--- config.mk ---
export PLATFORM = sky130hd
export DESIGN_NAME = fsp_sequencer
export DESIGN_NICKNAME = d
export VERILOG_FILES = /design/src/shared/fsp_pkg.sv /design/src/shared/fsp_flash_if.sv /design/src/core/fsp_sequencer.sv /design/src/core/fsp_timer.sv
export SDC_FILE = /design/constraint.sdc
export NUM_CORES = 1
export LEC_CHECK = 0
export BUFFER_PORTS_ARGS = -buffer_cell sky130_fd_sc_hd__buf_2
export CORE_MARGIN = 2
export CORE_UTILIZATION = 35
export CTS_CLUSTER_DIAMETER = 80
export DETAILED_ROUTE_END_ITERATION = 8
export GPL_ROUTABILITY_DRIVEN = 0
export MAX_ROUTING_LAYER = met4
export PLACE_DENSITY = 0.56
export SYNTH_ARGS = -nofsm -noshare
export SYNTH_HDL_FRONTEND = slang
export SYNTH_SLANG_ARGS = --single-unit
--- constraint.sdc ---
create_clock -name mclk -period 9 [get_ports mclk]
set_input_delay 1.8 -clock mclk [delete_from_list [all_inputs] [get_ports mclk]]
set_output_delay 1.8 -clock mclk [all_outputs]
set_load 0.1 [all_outputs]
--- src/shared/fsp_pkg.sv ---
//------------------------------------------------------------------------------
// Summary of operation
//------------------------------------------------------------------------------
package fsp_pkg;
   localparam int ADDR_W = 4;
   localparam int DATA_W = 16;
   localparam int EA_W = 24;
   localparam int WORD_W = 24;
   // Register offsets.
   localparam logic [3:0] OFS_CONTROL = 4'h0;
   localparam logic [3:0] OFS_KEY = 4'h2;
   localparam logic [3:0] OFS_ADDR_HIGH = 4'h4;
   localparam logic [3:0] OFS_ADDR_LOW = 4'h6;
   localparam logic [3:0] OFS_DATA0_LOW = 4'h8;
   localparam logic [3:0] OFS_DATA0_HIGH = 4'ha;
   localparam logic [3:0] OFS_DATA1_LOW = 4'hc;
   localparam logic [3:0] OFS_DATA1_HIGH = 4'he;
   // Control register fields.
   localparam int CTL_START_BIT = 15;
   localparam int CTL_ERR_BIT = 13;
   localparam int CTL_OP_LSB = 0;
   localparam int CTL_OP_W = 4;
   localparam logic [3:0] OP_PROGRAM_PAIR = 4'h1;
   localparam logic [3:0] OP_ERASE_PAGE = 4'h3;
   localparam logic [15:0] CONTROL_RESET = 16'h0000;
   // Unlock key values.
   localparam logic [7:0] KEY_FIRST = 8'h55;
   localparam logic [7:0] KEY_SECOND = 8'haa;
   // Operation timing in microseconds at the 40 MHz clock.
   localparam int CLK_MHZ = 40;
   localparam int ERASE_TIME_US = 20000;
   localparam int PROGRAM_TIME_US = 50;
   localparam int ERASE_CYCLES = ERASE_TIME_US * CLK_MHZ;
   localparam int PROGRAM_CYCLES = PROGRAM_TIME_US * CLK_MHZ;
   localparam int CNT_W = 24;
   typedef enum logic [1:0] {ST_IDLE, ST_ARM1, ST_ARM2} fsp_key_t;
   typedef enum logic [1:0] {OP_IDLE, OP_ERASE, OP_PROGRAM} fsp_op_t;
endpackage : fsp_pkg

--- src/shared/fsp_flash_if.sv ---
`timescale 1ns/10ps
`default_nettype none
// Request path from the sequencer to the timing engine.
interface fsp_flash_if;
   import fsp_pkg::*;
   logic start;
   logic is_erase;
   logic [CNT_W-1:0] cycles;
   logic busy;
   logic done;
   modport seq (output start, output is_erase, output cycles, input busy, input done);
   modport eng (input start, input is_erase, input cycles, output busy, output done);
endinterface : fsp_flash_if
`default_nettype wire

--- src/core/fsp_sequencer.sv ---
`timescale 1ns/10ps
`default_nettype none
// Run-time self-program sequencer register block and operation control.
module fsp_sequencer
   import fsp_pkg::*;
#(
   parameter int ERASE_CNT = ERASE_CYCLES,
   parameter int PROGRAM_CNT = PROGRAM_CYCLES
) (
   // Clock and reset.
   input wire logic mclk,
   input wire logic rst,
   // Register port.
   input wire logic [ADDR_W-1:0] reg_addr,
   input wire logic [DATA_W-1:0] reg_wdata,
   input wire logic reg_wr,
   input wire logic reg_rd,
   output logic [DATA_W-1:0] reg_rdata,
   // Processor and flash array.
   output logic cpu_stall,
   output logic flash_erase,
   output logic flash_program,
   output logic [EA_W-1:0] flash_addr,
   output logic [2*WORD_W-1:0] flash_wdata
);
   //---------------------------------------------------------------------------
   // Registers
   //---------------------------------------------------------------------------
   logic [DATA_W-1:0] flash_op_control;
   logic [7:0] flash_addr_high;
   logic [DATA_W-1:0] flash_addr_low;
   logic [WORD_W-1:0] word0;
   logic [WORD_W-1:0] word1;
   fsp_key_t key_state;
   fsp_op_t op_state;
   logic [DATA_W-1:0] rdata_q;
   fsp_flash_if fl ();

   //---------------------------------------------------------------------------
   // Decode
   //---------------------------------------------------------------------------
   wire logic wr_ctl = reg_wr && (reg_addr == OFS_CONTROL);
   wire logic wr_key = reg_wr && (reg_addr == OFS_KEY);
   wire logic wr_ah = reg_wr && (reg_addr == OFS_ADDR_HIGH);
   wire logic wr_al = reg_wr && (reg_addr == OFS_ADDR_LOW);
   wire logic wr_d0l = reg_wr && (reg_addr == OFS_DATA0_LOW);
   wire logic wr_d0h = reg_wr && (reg_addr == OFS_DATA0_HIGH);
   wire logic wr_d1l = reg_wr && (reg_addr == OFS_DATA1_LOW);
   wire logic wr_d1h = reg_wr && (reg_addr == OFS_DATA1_HIGH);
   wire logic [7:0] key_val = reg_wdata[7:0];
   wire logic [CTL_OP_W-1:0] op_sel = reg_wdata[CTL_OP_LSB +: CTL_OP_W];
   wire logic [EA_W-1:0] effective_target_address = {flash_addr_high, flash_addr_low};
   wire logic busy = (op_state != OP_IDLE);
   wire logic start_req = wr_ctl && reg_wdata[CTL_START_BIT] && !busy;
   wire logic unlocked = (key_state == ST_ARM2);
   // A pair must start on the odd word address of an aligned word pair.
   wire logic pair_aligned = effective_target_address[1:0] == 2'b10;
   wire logic op_valid = (op_sel == OP_ERASE_PAGE) || ((op_sel == OP_PROGRAM_PAIR) && pair_aligned);
   wire logic go = start_req && unlocked && op_valid;
   wire logic go_erase = go && (op_sel == OP_ERASE_PAGE);

   assign fl.start = go;
   assign fl.is_erase = go_erase;
   assign fl.cycles = go_erase ? CNT_W'(ERASE_CNT) : CNT_W'(PROGRAM_CNT);

   fsp_timer u_timer (
      .mclk(mclk),
      .rst(rst),
      .fl(fl)
   );

   //---------------------------------------------------------------------------
   // Unlock sequence
   //---------------------------------------------------------------------------
   // Any write that is not the next expected key, including a start, disarms.
   always_ff @(posedge mclk or posedge rst) begin
      if (rst) begin
         key_state <= ST_IDLE;
      end else if (reg_wr) begin
         case (key_state)
            ST_IDLE: key_state <= (wr_key && key_val == KEY_FIRST) ? ST_ARM1 : ST_IDLE;
            ST_ARM1: key_state <= (wr_key && key_val == KEY_SECOND) ? ST_ARM2 : ST_IDLE;
            default: key_state <= (wr_key && key_val == KEY_FIRST) ? ST_ARM1 : ST_IDLE;
         endcase
      end
   end

   //---------------------------------------------------------------------------
   // Control, address and data registers
   //---------------------------------------------------------------------------
   // While busy the processor is stalled, so writes then are not expected;
   // they are ignored to keep the operation's address and data stable.
   always_ff @(posedge mclk or posedge rst) begin
      if (rst) begin
         flash_op_control <= CONTROL_RESET;
         op_state <= OP_IDLE;
      end else if (busy) begin
         if (fl.done) begin
            flash_op_control[CTL_START_BIT] <= 1'b0;
            op_state <= OP_IDLE;
         end
      end else if (wr_ctl) begin
         flash_op_control <= '0;
         flash_op_control[CTL_OP_LSB +: CTL_OP_W] <= op_sel;
         flash_op_control[CTL_START_BIT] <= go;
         flash_op_control[CTL_ERR_BIT] <= start_req && !go;
         if (go) begin
            op_state <= go_erase ? OP_ERASE : OP_PROGRAM;
         end
      end
   end

   always_ff @(posedge mclk or posedge rst) begin
      if (rst) begin
         flash_addr_high <= '0;
         flash_addr_low <= '0;
         word0 <= '0;
         word1 <= '0;
      end else if (!busy) begin
         if (wr_ah) flash_addr_high <= reg_wdata[7:0];
         if (wr_al) flash_addr_low <= reg_wdata;
         if (wr_d0l) word0[15:0] <= reg_wdata;
         if (wr_d0h) word0[23:16] <= reg_wdata[7:0];
         if (wr_d1l) word1[15:0] <= reg_wdata;
         if (wr_d1h) word1[23:16] <= reg_wdata[7:0];
      end
   end

   //---------------------------------------------------------------------------
   // Read-back
   //---------------------------------------------------------------------------
   wire logic [DATA_W-1:0] rd_mux =
      (reg_addr == OFS_CONTROL) ? flash_op_control :
      (reg_addr == OFS_ADDR_HIGH) ? {8'h00, flash_addr_high} :
      (reg_addr == OFS_ADDR_LOW) ? flash_addr_low :
      (reg_addr == OFS_DATA0_LOW) ? word0[15:0] :
      (reg_addr == OFS_DATA0_HIGH) ? {8'h00, word0[23:16]} :
      (reg_addr == OFS_DATA1_LOW) ? word1[15:0] :
      (reg_addr == OFS_DATA1_HIGH) ? {8'h00, word1[23:16]} :
      16'h0000;

   always_ff @(posedge mclk or posedge rst) begin
      if (rst) rdata_q <= '0;
      else if (reg_rd) rdata_q <= rd_mux;
      else rdata_q <= '0;
   end

   assign reg_rdata = rdata_q;
   assign cpu_stall = busy;
   assign flash_erase = (op_state == OP_ERASE);
   assign flash_program = (op_state == OP_PROGRAM);
   assign flash_addr = effective_target_address;
   assign flash_wdata = {word1, word0};
endmodule : fsp_sequencer
`default_nettype wire

--- src/core/fsp_timer.sv ---
`timescale 1ns/10ps
`default_nettype none
// Counts out the array busy time of one operation and pulses done at its end.
module fsp_timer
   import fsp_pkg::*;
(
   // Clock and reset.
   input wire logic mclk,
   input wire logic rst,
   // Sequencer side.
   fsp_flash_if.eng fl
);
   logic [CNT_W-1:0] remain;
   logic running;
   logic done_q;
   assign fl.busy = running;
   assign fl.done = done_q;
   always_ff @(posedge mclk or posedge rst) begin
      if (rst) begin
         remain <= '0;
         running <= 1'b0;
         done_q <= 1'b0;
      end else begin
         done_q <= 1'b0;
         if (!running && fl.start) begin
            remain <= fl.cycles;
            running <= 1'b1;
         end else if (running) begin
            if (remain <= CNT_W'(1)) begin
               running <= 1'b0;
               done_q <= 1'b1;
            end else begin
               remain <= remain - CNT_W'(1);
            end
         end
      end
   end
endmodule : fsp_timer
`default_nettype wire

### After elaboration in Yosys (flattened, before gate mapping)

Cells that the tools add are included.

| operators by class | value |
|---|---|
| equal/unequal tests | 18 |
| add/sub/neg operators | 1 |
| reductions and logical operators | 37 |
| bitwise operators | 1 |
| order comparisons | 1 |
| multiplexer cells | 29 |

Operators by type and width:

| operator | number |
|---|---|
| 16-bit 2-to-1 mux | 8 |
| 24-bit 2-to-1 mux | 3 |
| 24-bit by 1-bit less-or-equal comparator with 1-bit output, second input constant | 1 |
| 24-bit by 1-bit subtractor with 24-bit output, second input constant | 1 |
| 20-bit 2-to-1 mux | 1 |
| 1-bit logical AND | 18 |
| 2-bit AND reduction | 9 |
| 4-bit equality test, second input constant | 4 |
| 2-bit 2-to-1 mux | 7 |
| 1-bit 2-to-1 mux | 9 |
| 4-bit by 2-bit equality test with 1-bit output, second input constant | 2 |
| 4-bit by 3-bit equality test with 1-bit output, second input constant | 2 |
| 8-bit by 7-bit equality test with 1-bit output, second input constant | 1 |
| 8-bit equality test, second input constant | 1 |
| 8-bit 2-to-1 mux | 1 |
| 2-bit nonzero test | 4 |
| 2-bit equality test, second input constant | 3 |
| 2-bit by 1-bit equality test with 1-bit output, second input constant | 2 |
| 4-bit by 1-bit equality test with 1-bit output, second input constant | 1 |
| 4-bit logical NOT | 1 |
| 2-bit by 1-bit inequality test with 1-bit output, second input constant | 2 |
| 1-bit logical NOT | 3 |
| 3-bit AND reduction | 1 |
| 1-bit logical OR | 1 |
| 1-bit inverter | 1 |

| storage, ports and cells | value |
|---|---|
| register bits | 124 |
| input bits | 24 |
| word-level logic and storage cells | 101 |

### Depth between registers and ports, before layout

Gate-level depths: netlist (run 1).

| depth | value |
|---|---|
| depth after elaboration | 11 |
| gate-level depth with buffers | 8 |
| mapped depth without buffers | 7 |

### Hierarchy

From an unflattened synthesis (run 1), not the netlist that was laid out.

| unflattened totals | value |
|---|---|
| cells, all modules | 537 |
| area, all modules | 6132.1 µm² |

By module, submodules not included:

| module | instances | sequential area each (µm²) | area an instance (µm²) | cells an instance |
|---|---|---|---|---|
| fsp_sequencer | 1 | 2452.4 | 4440.5 | 345 |
| fsp_timer | 1 | 650.6 | 1691.6 | 192 |

### Least setup slack after synthesis (run 1)

OpenSTA, ideal clock, no wires.

| path | value |
|---|---|
| path kind | reg2out |
| start point | register op_state[0] |
| end point | output flash_erase |
| data required time | 7.200 ns |
| arrival | 1.666 ns |
| cell stages (with the launch flop) | 3 |
| slack | 5.534 ns |
| cell sequence | dfrtp_1 > inv_1 > nor2_1 |

| on the way | value |
|---|---|
| cells in the longest elaborated chain, start to end | 1 |

Ends and longest elaborated chain:

| item | line | source |
|---|---|---|
| from (decl) | fsp_sequencer.sv:35 | `fsp_op_t op_state;` |
| from (signal assigned) | fsp_sequencer.sv:108 | `op_state <= go_erase ? OP_ERASE : OP_PROGRAM;` |
| 2-bit by 1-bit equality test with 1-bit output | fsp_sequencer.sv:150 | `assign flash_erase = (op_state == OP_ERASE);` |
| to (decl) | fsp_sequencer.sv:21 | `output logic flash_erase,` |

Every way passes these cells.

### Final worst setup path (run 1)

| path | value |
|---|---|
| start point | input reg_addr[1] |
| end point | register word1[5] |

| on the way | value |
|---|---|
| cells in the longest elaborated chain, start to end | 3 |

Ends and longest elaborated chain:

| item | line | source |
|---|---|---|
| from (decl) | fsp_sequencer.sv:14 | `input wire logic [ADDR_W-1:0] reg_addr,` |
| 4-bit equality test | fsp_sequencer.sv:48 | `wire logic wr_d1l = reg_wr && (reg_addr == OFS_DATA1_LOW);` |
| 1-bit logical AND | fsp_sequencer.sv:48 |  |
| 2-bit AND reduction (no line) | -- |  |
| to (signal assigned) | fsp_sequencer.sv:124 | `if (wr_d1l) word1[15:0] <= reg_wdata;` |
| to (decl) | fsp_sequencer.sv:33 | `logic [WORD_W-1:0] word1;` |

Every way passes these cells.
A chain may end at the register's enable or synchronous reset.

==> results of run 1 <==
[state kept, by name (all words and copies together), names as in the netlist, 6 cells and up]
name / count
flash_addr_high: 8
word1: 24
u_timer.remain: 24
flash_addr_low: 16
reg_rdata: 16
word0: 24
flash_op_control: 6
[worst paths after layout]
check                                      from                    to  slack (ns)  depth (start not counted)
hold reg to reg            flash_op_control[13]  flash_op_control[13]        0.48                          2
setup reg to reg                    op_state[0]     u_timer.remain[7]        6.24                          5
hold / removal             flash_op_control[13]  flash_op_control[13]        0.48                          2
max in group asynchronous                   rst    flash_addr_high[1]        6.20                          3
setup / recovery                    reg_addr[1]              word1[5]        4.84                          5
min in group asynchronous                   rst             word0[13]        1.58                          2
[layout by cell type (no fill, tap or decap), types with 9 or more instances in the layout]
cell type                   count
sky130_fd_sc_hd__a21oi_1       10
sky130_fd_sc_hd__a222oi_1      10
sky130_fd_sc_hd__buf_2        114
sky130_fd_sc_hd__clkbuf_16     17
sky130_fd_sc_hd__dfrtp_1      124
sky130_fd_sc_hd__inv_1         10
sky130_fd_sc_hd__mux2_2        78
sky130_fd_sc_hd__nand2_1       29
sky130_fd_sc_hd__nand3_1       10
sky130_fd_sc_hd__nor2_1        27
sky130_fd_sc_hd__o21ai_0       16
sky130_fd_sc_hd__or3_1          9
[where the power goes]
group	internal (mW)	switching, mW
clock network	0.422	0.243
logic	0.0122	0.0560
registers	0.561	0.00295
[cells by family after synthesis]
kind of cell	Yosys count	synth area share, %
simple gates	131	13.6
flops	124	54.7
compound gates	87	11.4
mux	82	16.2
buf+inv	30	2.18
xor+xnor	10	1.54
fa+ha+maj	2	0.441
[worst max-delay path, delay by kind of cell]
family / cells / cell delay, ns
simple gates: 3 / 2.05
buf+inv: 1 / 0.11
mux: 1 / 0.49
[metrics by stage]
stage,util (%),hold WS (ns)
6_report,44.4,0.483
5_1_grt,44.4,0.504
4_1_cts,44.4,0.485
3_5_place_dp,40.7,0.473
3_3_place_gp,40.7,0.457
2_1_floorplan,-,0.439
[per-layer routing]
metal  track usage, %  wire length (um)
met1             24.7              6890
met2             29.1              7440
met3             4.44               795
met4             7.67               270
met5                -                 0
[layout make-up]
| class | instances | area, um2 |
|---|---|---|
| Timing Repair Buffer | 118 | 601 |
| Clock buffer | 22 | 464 |
| Clock inverter | 10 | 116 |
| Sequential cell | 124 | 3100 |
| Fill cell | 1539 | 8840 |
| Inverter | 11 | 43.8 |
| Tap cell | 216 | 270 |
| Multi-Input combinational cell | 312 | 2450 |
==> results.txt, run 1 <==
The run finished with clean final reports. The number of buffers between clock root and the deepest sink came out at 2. The total non-filler cell area in the finished layout came out at 7050 um2. The fraction of layout cells with a size suffix above 1 is between 40% and 50%. The transition time at the pin with the least slew margin came out at 1.20 ns. sky130_fd_sc_hd__dfrtp_1 is the most common cell in the netlist. Detailed routing inserted a total of roughly 4400 vias. The total overflow reported by the global router is 0. The portion of the post-synthesis area used by sequential elements is about 55%.

The worst setup path is captured at a flop. The critical path is of the input port to flop type. The horizontal die dimension is roughly 130 um. For the worst setup path, the data required time is approximately 9.3 ns. The first-pass detailed-route iteration total is 6. The detailed-route wire length came out at roughly 15000 um. The clock net sink count is approximately 120. The total routing usage reported by global routing is between 10% and 20%. The full die area came out at ~17000 um2. In the synthesized netlist, the cells that appear most often are 124 x sky130_fd_sc_hd__dfrtp_1, 78 x sky130_fd_sc_hd__mux2_2, 29 x sky130_fd_sc_hd__nand2_1, 27 x sky130_fd_sc_hd__nor2_1, 16 x sky130_fd_sc_hd__o21ai_0. The clock period minus final worst setup slack is ~4.2 ns. The post-layout net count is 610.

The leakage power is 3.44 nW. The worst setup path is launched from an input port. The most used flip-flop cell after synthesis is sky130_fd_sc_hd__dfrtp_1. The routed via count divided by cell count came out at roughly 5.4. The count of hold-fix buffers inserted at cts came out at 0. The total nets after synthesis is ~490. Of all nets on the critical path, the largest fanout is 16. The max-cap check violation count is 0. The tree is rooted in a sky130_fd_sc_hd__clkbuf_16.

The maximum level of the CTS H-tree is 4. Once the clock tree was built, the setup fixing pass inserted 0 buffers. The synthesized netlist cell count came out at about 470.

The post-place setup slack is between 4 and 5 ns. Buffers inserted during clock tree synthesis total 17. Summed over all instances, the cell type with the most area after synthesis is sky130_fd_sc_hd__dfrtp_1. The count of placed standard cells in the final layout, fillers left out came out at roughly 810. The largest stage delay on the critical path came out at 0.93 ns.

The post-route fraction of the period consumed by the critical path is between 40% and 50%. The number of placed instances, taps included, is approximately 800. The number of global-route vias before repair is roughly 4500. The count of buffers from port buffering is around 110. The final HPWL from detailed placement came out at around 11000 um. The clock insertion delay at the later pin of the skew report is 0.41 ns. The clock input transition at the sequential cells of the worst setup and hold paths came out at ~0.06 ns. The setup violation total in the final timing report is 0. The max-slew headroom at the worst pin is 20.0%.

A synthesized cell averages ~12 um2. The area of placed instances came out at between 6000 and 7000 um2. The maximum number of pins on one net before global-route repair is 74. The wire length per cell after detailed routing is about 19 um. For this run, the number of Yosys warnings is 0. The hold violation total from the final report came out at 0.

The count of flip-flops with a built-in enable after synthesis is 0. The final worst slack came out at between 4 and 5 ns. The initial antenna violation count is 0. The worst ir drop on vdd is about 120 uV. The slowest stage cell on the critical path is sky130_fd_sc_hd__nor2_1. Walking the worst path, the cells encountered are buf_2 > or2_2 > nor2_1 > nand2_1 > mux2_2. Static timing analysis puts the maximum clock frequency at about 240 MHz. In the routed design, unresolved DRC markers number 0.

The die boundary height is 131 um. The mapped netlist covers ~5700 um2. The final antenna-violating net count is 0. The number of violations reported at the end of detailed-routing iteration 0 came out at 270. For this design the top-level I/O count stands at around 120. After layout, the design draws a total of 1.30 mW. The number of pins with negative max-slew slack in the final report came out at 0. The post-cts resize count is 0. Setup repair after global routing left no endpoint under its margin. The starting density of the core came out at roughly 36%.

The setup TNS is 0 ns. Compared with the post-synthesis result, the final layout area differs by 24.2%. The power density over the cells is ~180 nW/um2.

The proportion of register bits with asynchronous set or reset after synthesis came out at 100%. The tightest min-delay check is of the flop to flop type. The core area came out at ~16000 um2.

TritonCTS built the clock tree. The area share of the leading cell type in the synthesized netlist is roughly 55%. The post-synthesis sequential element count is between 100 and 150. The critical path arrival is between 4 and 5 ns. Yosys mapped the design onto 63 distinct sky130hd cell types. The number of cell rows came out at 46. The first-pass GRT wire length came out at between 20000 and 30000 um. Ranked by total cell area, the synthesized netlist is headed by sky130_fd_sc_hd__dfrtp_1 55%, sky130_fd_sc_hd__mux2_2 15%, sky130_fd_sc_hd__nand2_1 1.9%. The repair_antennas step left the layout with diodes totalling 0. Between clock sinks in the finished design, the worst skew comes to between 0.007 and 0.008 ns.
Power figures use the tool's default switching activity.
==> run 2, diff against run 1 <==
--- a/config.mk
+++ b/config.mk
@@ -12,7 +12,7 @@
 export DETAILED_ROUTE_END_ITERATION = 8
 export GPL_ROUTABILITY_DRIVEN = 0
 export MAX_ROUTING_LAYER = met4
-export PLACE_DENSITY = 0.56
+export PLACE_DENSITY = 0.58
 export SYNTH_ARGS = -nofsm -noshare
 export SYNTH_HDL_FRONTEND = slang
 export SYNTH_SLANG_ARGS = --single-unit
==> constraint.sdc (replaced) <==
create_clock -name mclk -period 3.5 [get_ports mclk]
set_input_delay 0.7 -clock mclk [delete_from_list [all_inputs] [get_ports mclk]]
set_output_delay 0.7 -clock mclk [all_outputs]
set_load 0.1 [all_outputs]
==> run 2 against run 1 <==
Cell count grew 0.98%. Register-to-register slack lost 5.3 ns. Combinational power grew to 2.7 times the previous value. Wire length grew 1.8%. Via count grew 0.76%. Flip-flop and latch count is the same. Critical endpoint is now word0[7]. Largest cell class unchanged.
==> results.txt, run 2 (synthesis results as in run 1) <==
The via total after detailed routing is 4403 (was 4370). The horizontal die dimension is 131 um (unchanged). The portion of total power attributed to combinational logic came to 5.3% (about the same). The detailed-route wire length is 15700 um (was 15400 um). The setup violation total in the final timing report is 0 (unchanged). The final antenna-violating net count came out at 0 (unchanged).

The max-slew headroom at the worst pin came out at 31.6% (was 20.0%). The clock insertion delay at the later pin of the skew report came out at 0.42 ns (was 0.41 ns). The switching share of power was 23.9% (was 23.3%). The endpoint type of the worst setup path is a flop (unchanged). Top flop regs: u_timer.remain x24, word0 x24, word1 x24 (unchanged). The total routing usage reported by global routing came out at 19.2% (was 19.1%). The wire length per cell after detailed routing came out at 19.1 um (was 18.9 um). The maximum level of the CTS H-tree came out at 4 (unchanged). The clock network fraction of design power came out at 51.7% (was 51.2%). The initial antenna violation count is 1 (was 0). The number of instances in the placed design came out at 788 (was 781).

The post-route fraction of the period consumed by the critical path is between 80% and 90%. Top library cells by usage in the layout, fill and taps aside: 124 x sky130_fd_sc_hd__dfrtp_1, 114 x sky130_fd_sc_hd__buf_2, 78 x sky130_fd_sc_hd__mux2_2 (unchanged). The clock root buffer master is sky130_fd_sc_hd__clkbuf_16 (unchanged). The worst ir drop on vdd is 338 uV (was 123 uV). The total overflow reported by the global router came out at 0 (unchanged). The count of boundary I/O pins is 115 (unchanged).

The final HPWL from detailed placement came to 10900 um (was 10800 um). The die boundary height came out at 131 um (unchanged). The clock input transition at the sequential cells of the worst setup and hold paths came out at 0.06 ns (about the same). The core occupancy in the finished layout came to 44.9% (was 44.4%).

The setup clock skew after layout is 0.00588 ns (was 0.00761 ns). The count of placed standard cells in the final layout, fillers left out is 821 (was 813). The total area of multi-input combinational cells came out at 2450 um2 (unchanged).

The post-cts resize count is 0 (unchanged). The leakage power is 3.48 nW (was 3.44 nW). The relative area change from synthesis to final layout came out at 25.6% (was 24.2%). The final routed DRC violation total is 0 (unchanged). The count of hold-fix buffers inserted at cts is 0 (unchanged).

The most frequent standard cell in the layout excluding fill and tap cells is sky130_fd_sc_hd__dfrtp_1 (unchanged). The routed via count divided by cell count came out at 5.36 (was 5.38). The fraction of layout cells with a size suffix above 1 came out at 42.2% (was 41.2%). The number of CTS-inserted buffers came out at 17 (unchanged). The count of buffers from port buffering came out at 114 (unchanged). The power density over the cells was 474 nW/um2 (was 184 nW/um2). The register share of total power is 43.0% (was 43.5%). The area of placed instances came out at 6530 um2 (was 6470 um2). The starting density of the core is 35.7% (unchanged).

The number of violations reported at the end of detailed-routing iteration 0 came out at 360 (was 270). The kind of start point of the critical path is an input port (unchanged). The endpoint required time on the critical path is 3.79 ns (was 9.29 ns). The class of the tightest hold or removal check is input port to asynchronous set/reset pin (was flop to flop). The sequential cell area is 3100 um2 (unchanged). The clock tree from TritonCTS is built (unchanged). The number of buffers between clock root and the deepest sink came out at 2 (unchanged).

Derived from the worst setup path, the maximum achievable clock frequency is 339 MHz. The clock net sink count came to 124 (unchanged). The type of the worst setup path is input port to flop (unchanged). The post-layout net count is 617 (was 610). The switching power is 807 uW (was 302 uW). The transition time at the pin with the least slew margin is 1.02 ns (was 1.20 ns).

The critical path arrival was 3.25 ns (was 4.45 ns). The maximum number of pins on one net before global-route repair came out at 61 (was 74). RSZ-0062 raised after global routing: no (unchanged).

The worst-case register-to-register setup slack is 0.95 ns (was 6.24 ns). The first-pass detailed-route iteration total is 6 (unchanged). The full die area came to 17300 um2 (unchanged). The number of global-route vias before repair is 4456 (was 4545). The hold violation total from the final report came to 0 (unchanged).

The first-pass GRT wire length is 25200 um (was 25100 um). The number of pins with negative max-slew slack in the final report came out at 0 (unchanged). The count of fill cells added during filler insertion came out at 1515 (was 1539). The maximum fanout encountered on the critical timing path was 16 (unchanged). The number of cell rows came out at 46 (unchanged). The max-cap check violation count was 0 (unchanged).

The core area is 15900 um2 (unchanged). The total non-filler cell area in the finished layout is 7130 um2 (was 7050 um2). The total setup buffers inserted after CTS came to 0 (unchanged). The design internal power came out at 2.57 mW (was 995 uW). The clock period minus final worst setup slack is between 2 and 3 ns. Status: finished clean (unchanged).

The setup TNS is 0 ns (unchanged).
-- run 2: cell types whose count changed in the layout (fill, tap and decap cells not counted) --
cell	previous run	this run
sky130_fd_sc_hd__clkinv_4	3	5
sky130_fd_sc_hd__inv_6	0	2
sky130_fd_sc_hd__buf_4	4	10
sky130_fd_sc_hd__clkbuf_1	3	1
sky130_fd_sc_hd__inv_4	1	0
sky130_fd_sc_hd__diode_2	0	1
sky130_fd_sc_hd__clkinv_2	3	2
sky130_fd_sc_hd__buf_12	0	1
-- run 2: metal layers --
| metal | wire [um] | track usage, % | up-vias | share of wire, % |
|---|---|---|---|---|
| li1 | - | - | 2000 | - |
| met1 | 7190 | 25.0 | 2234 | 46 |
| met2 | 7390 | 28.8 | 144 | 47 |
| met3 | 802 | 4.90 | 25 | 5.1 |
| met4 | 289 | 7.61 | 0 | 1.8 |
| met5 | 0 | - | - | 0 |
-- run 2: metrics by stage --
step / hold WS, ns / setup WS [ns] / power (mW)
final: 0.460 / 0.547 / 3.38
after global routing: 0.504 / 0.480 / 3.50
after CTS: 0.478 / 0.638 / 3.41
after detailed placement: 0.469 / 0.207 / 1.66
after global placement: 0.462 / 0.294 / 1.66
after floorplan: 0.439 / 1.13 / 1.59
-- run 2: cell type report --
class,count,share of cell area (%)
Sequential cell,124,43.5
Multi-Input combinational cell,312,34.4
Timing Repair Buffer,125,9.33
Clock buffer,20,6.40
Tap cell,216,3.79
Clock inverter,12,1.95
Inverter,11,0.632
Antenna cell,1,0.0351
-- run 2: final timing paths --
path	startpoint	end	cells past startpoint
max reg2reg	u_timer.remain[16]	u_timer.remain[17]	5
min reg2reg	flash_op_control[13]	flash_op_control[13]	2
max	reg_addr[1]	word0[7]	5
max in group asynchronous	rst	reg_rdata[3]	3
min in group mclk	flash_op_control[13]	flash_op_control[13]	2
min	rst	flash_addr_low[15]	2
-- run 2: worst max-delay path, cell delays in order --
cell and delay [ns]:
sky130_fd_sc_hd__buf_2 0.11, sky130_fd_sc_hd__or2_2 0.36, sky130_fd_sc_hd__nor2_1 0.81, sky130_fd_sc_hd__nand2_1 0.76
sky130_fd_sc_hd__mux2_2 0.51
-- run 2: power by group through the flow --
stage / clock network, mW / registers (mW) / logic, mW
final: 1.75 / 1.45 / 0.181
after global placement: 0 / 1.48 / 0.181
after global routing: 1.86 / 1.45 / 0.196
after detailed placement: 0 / 1.48 / 0.184
after floorplan: 0 / 1.54 / 0.0555
after CTS: 1.78 / 1.45 / 0.184
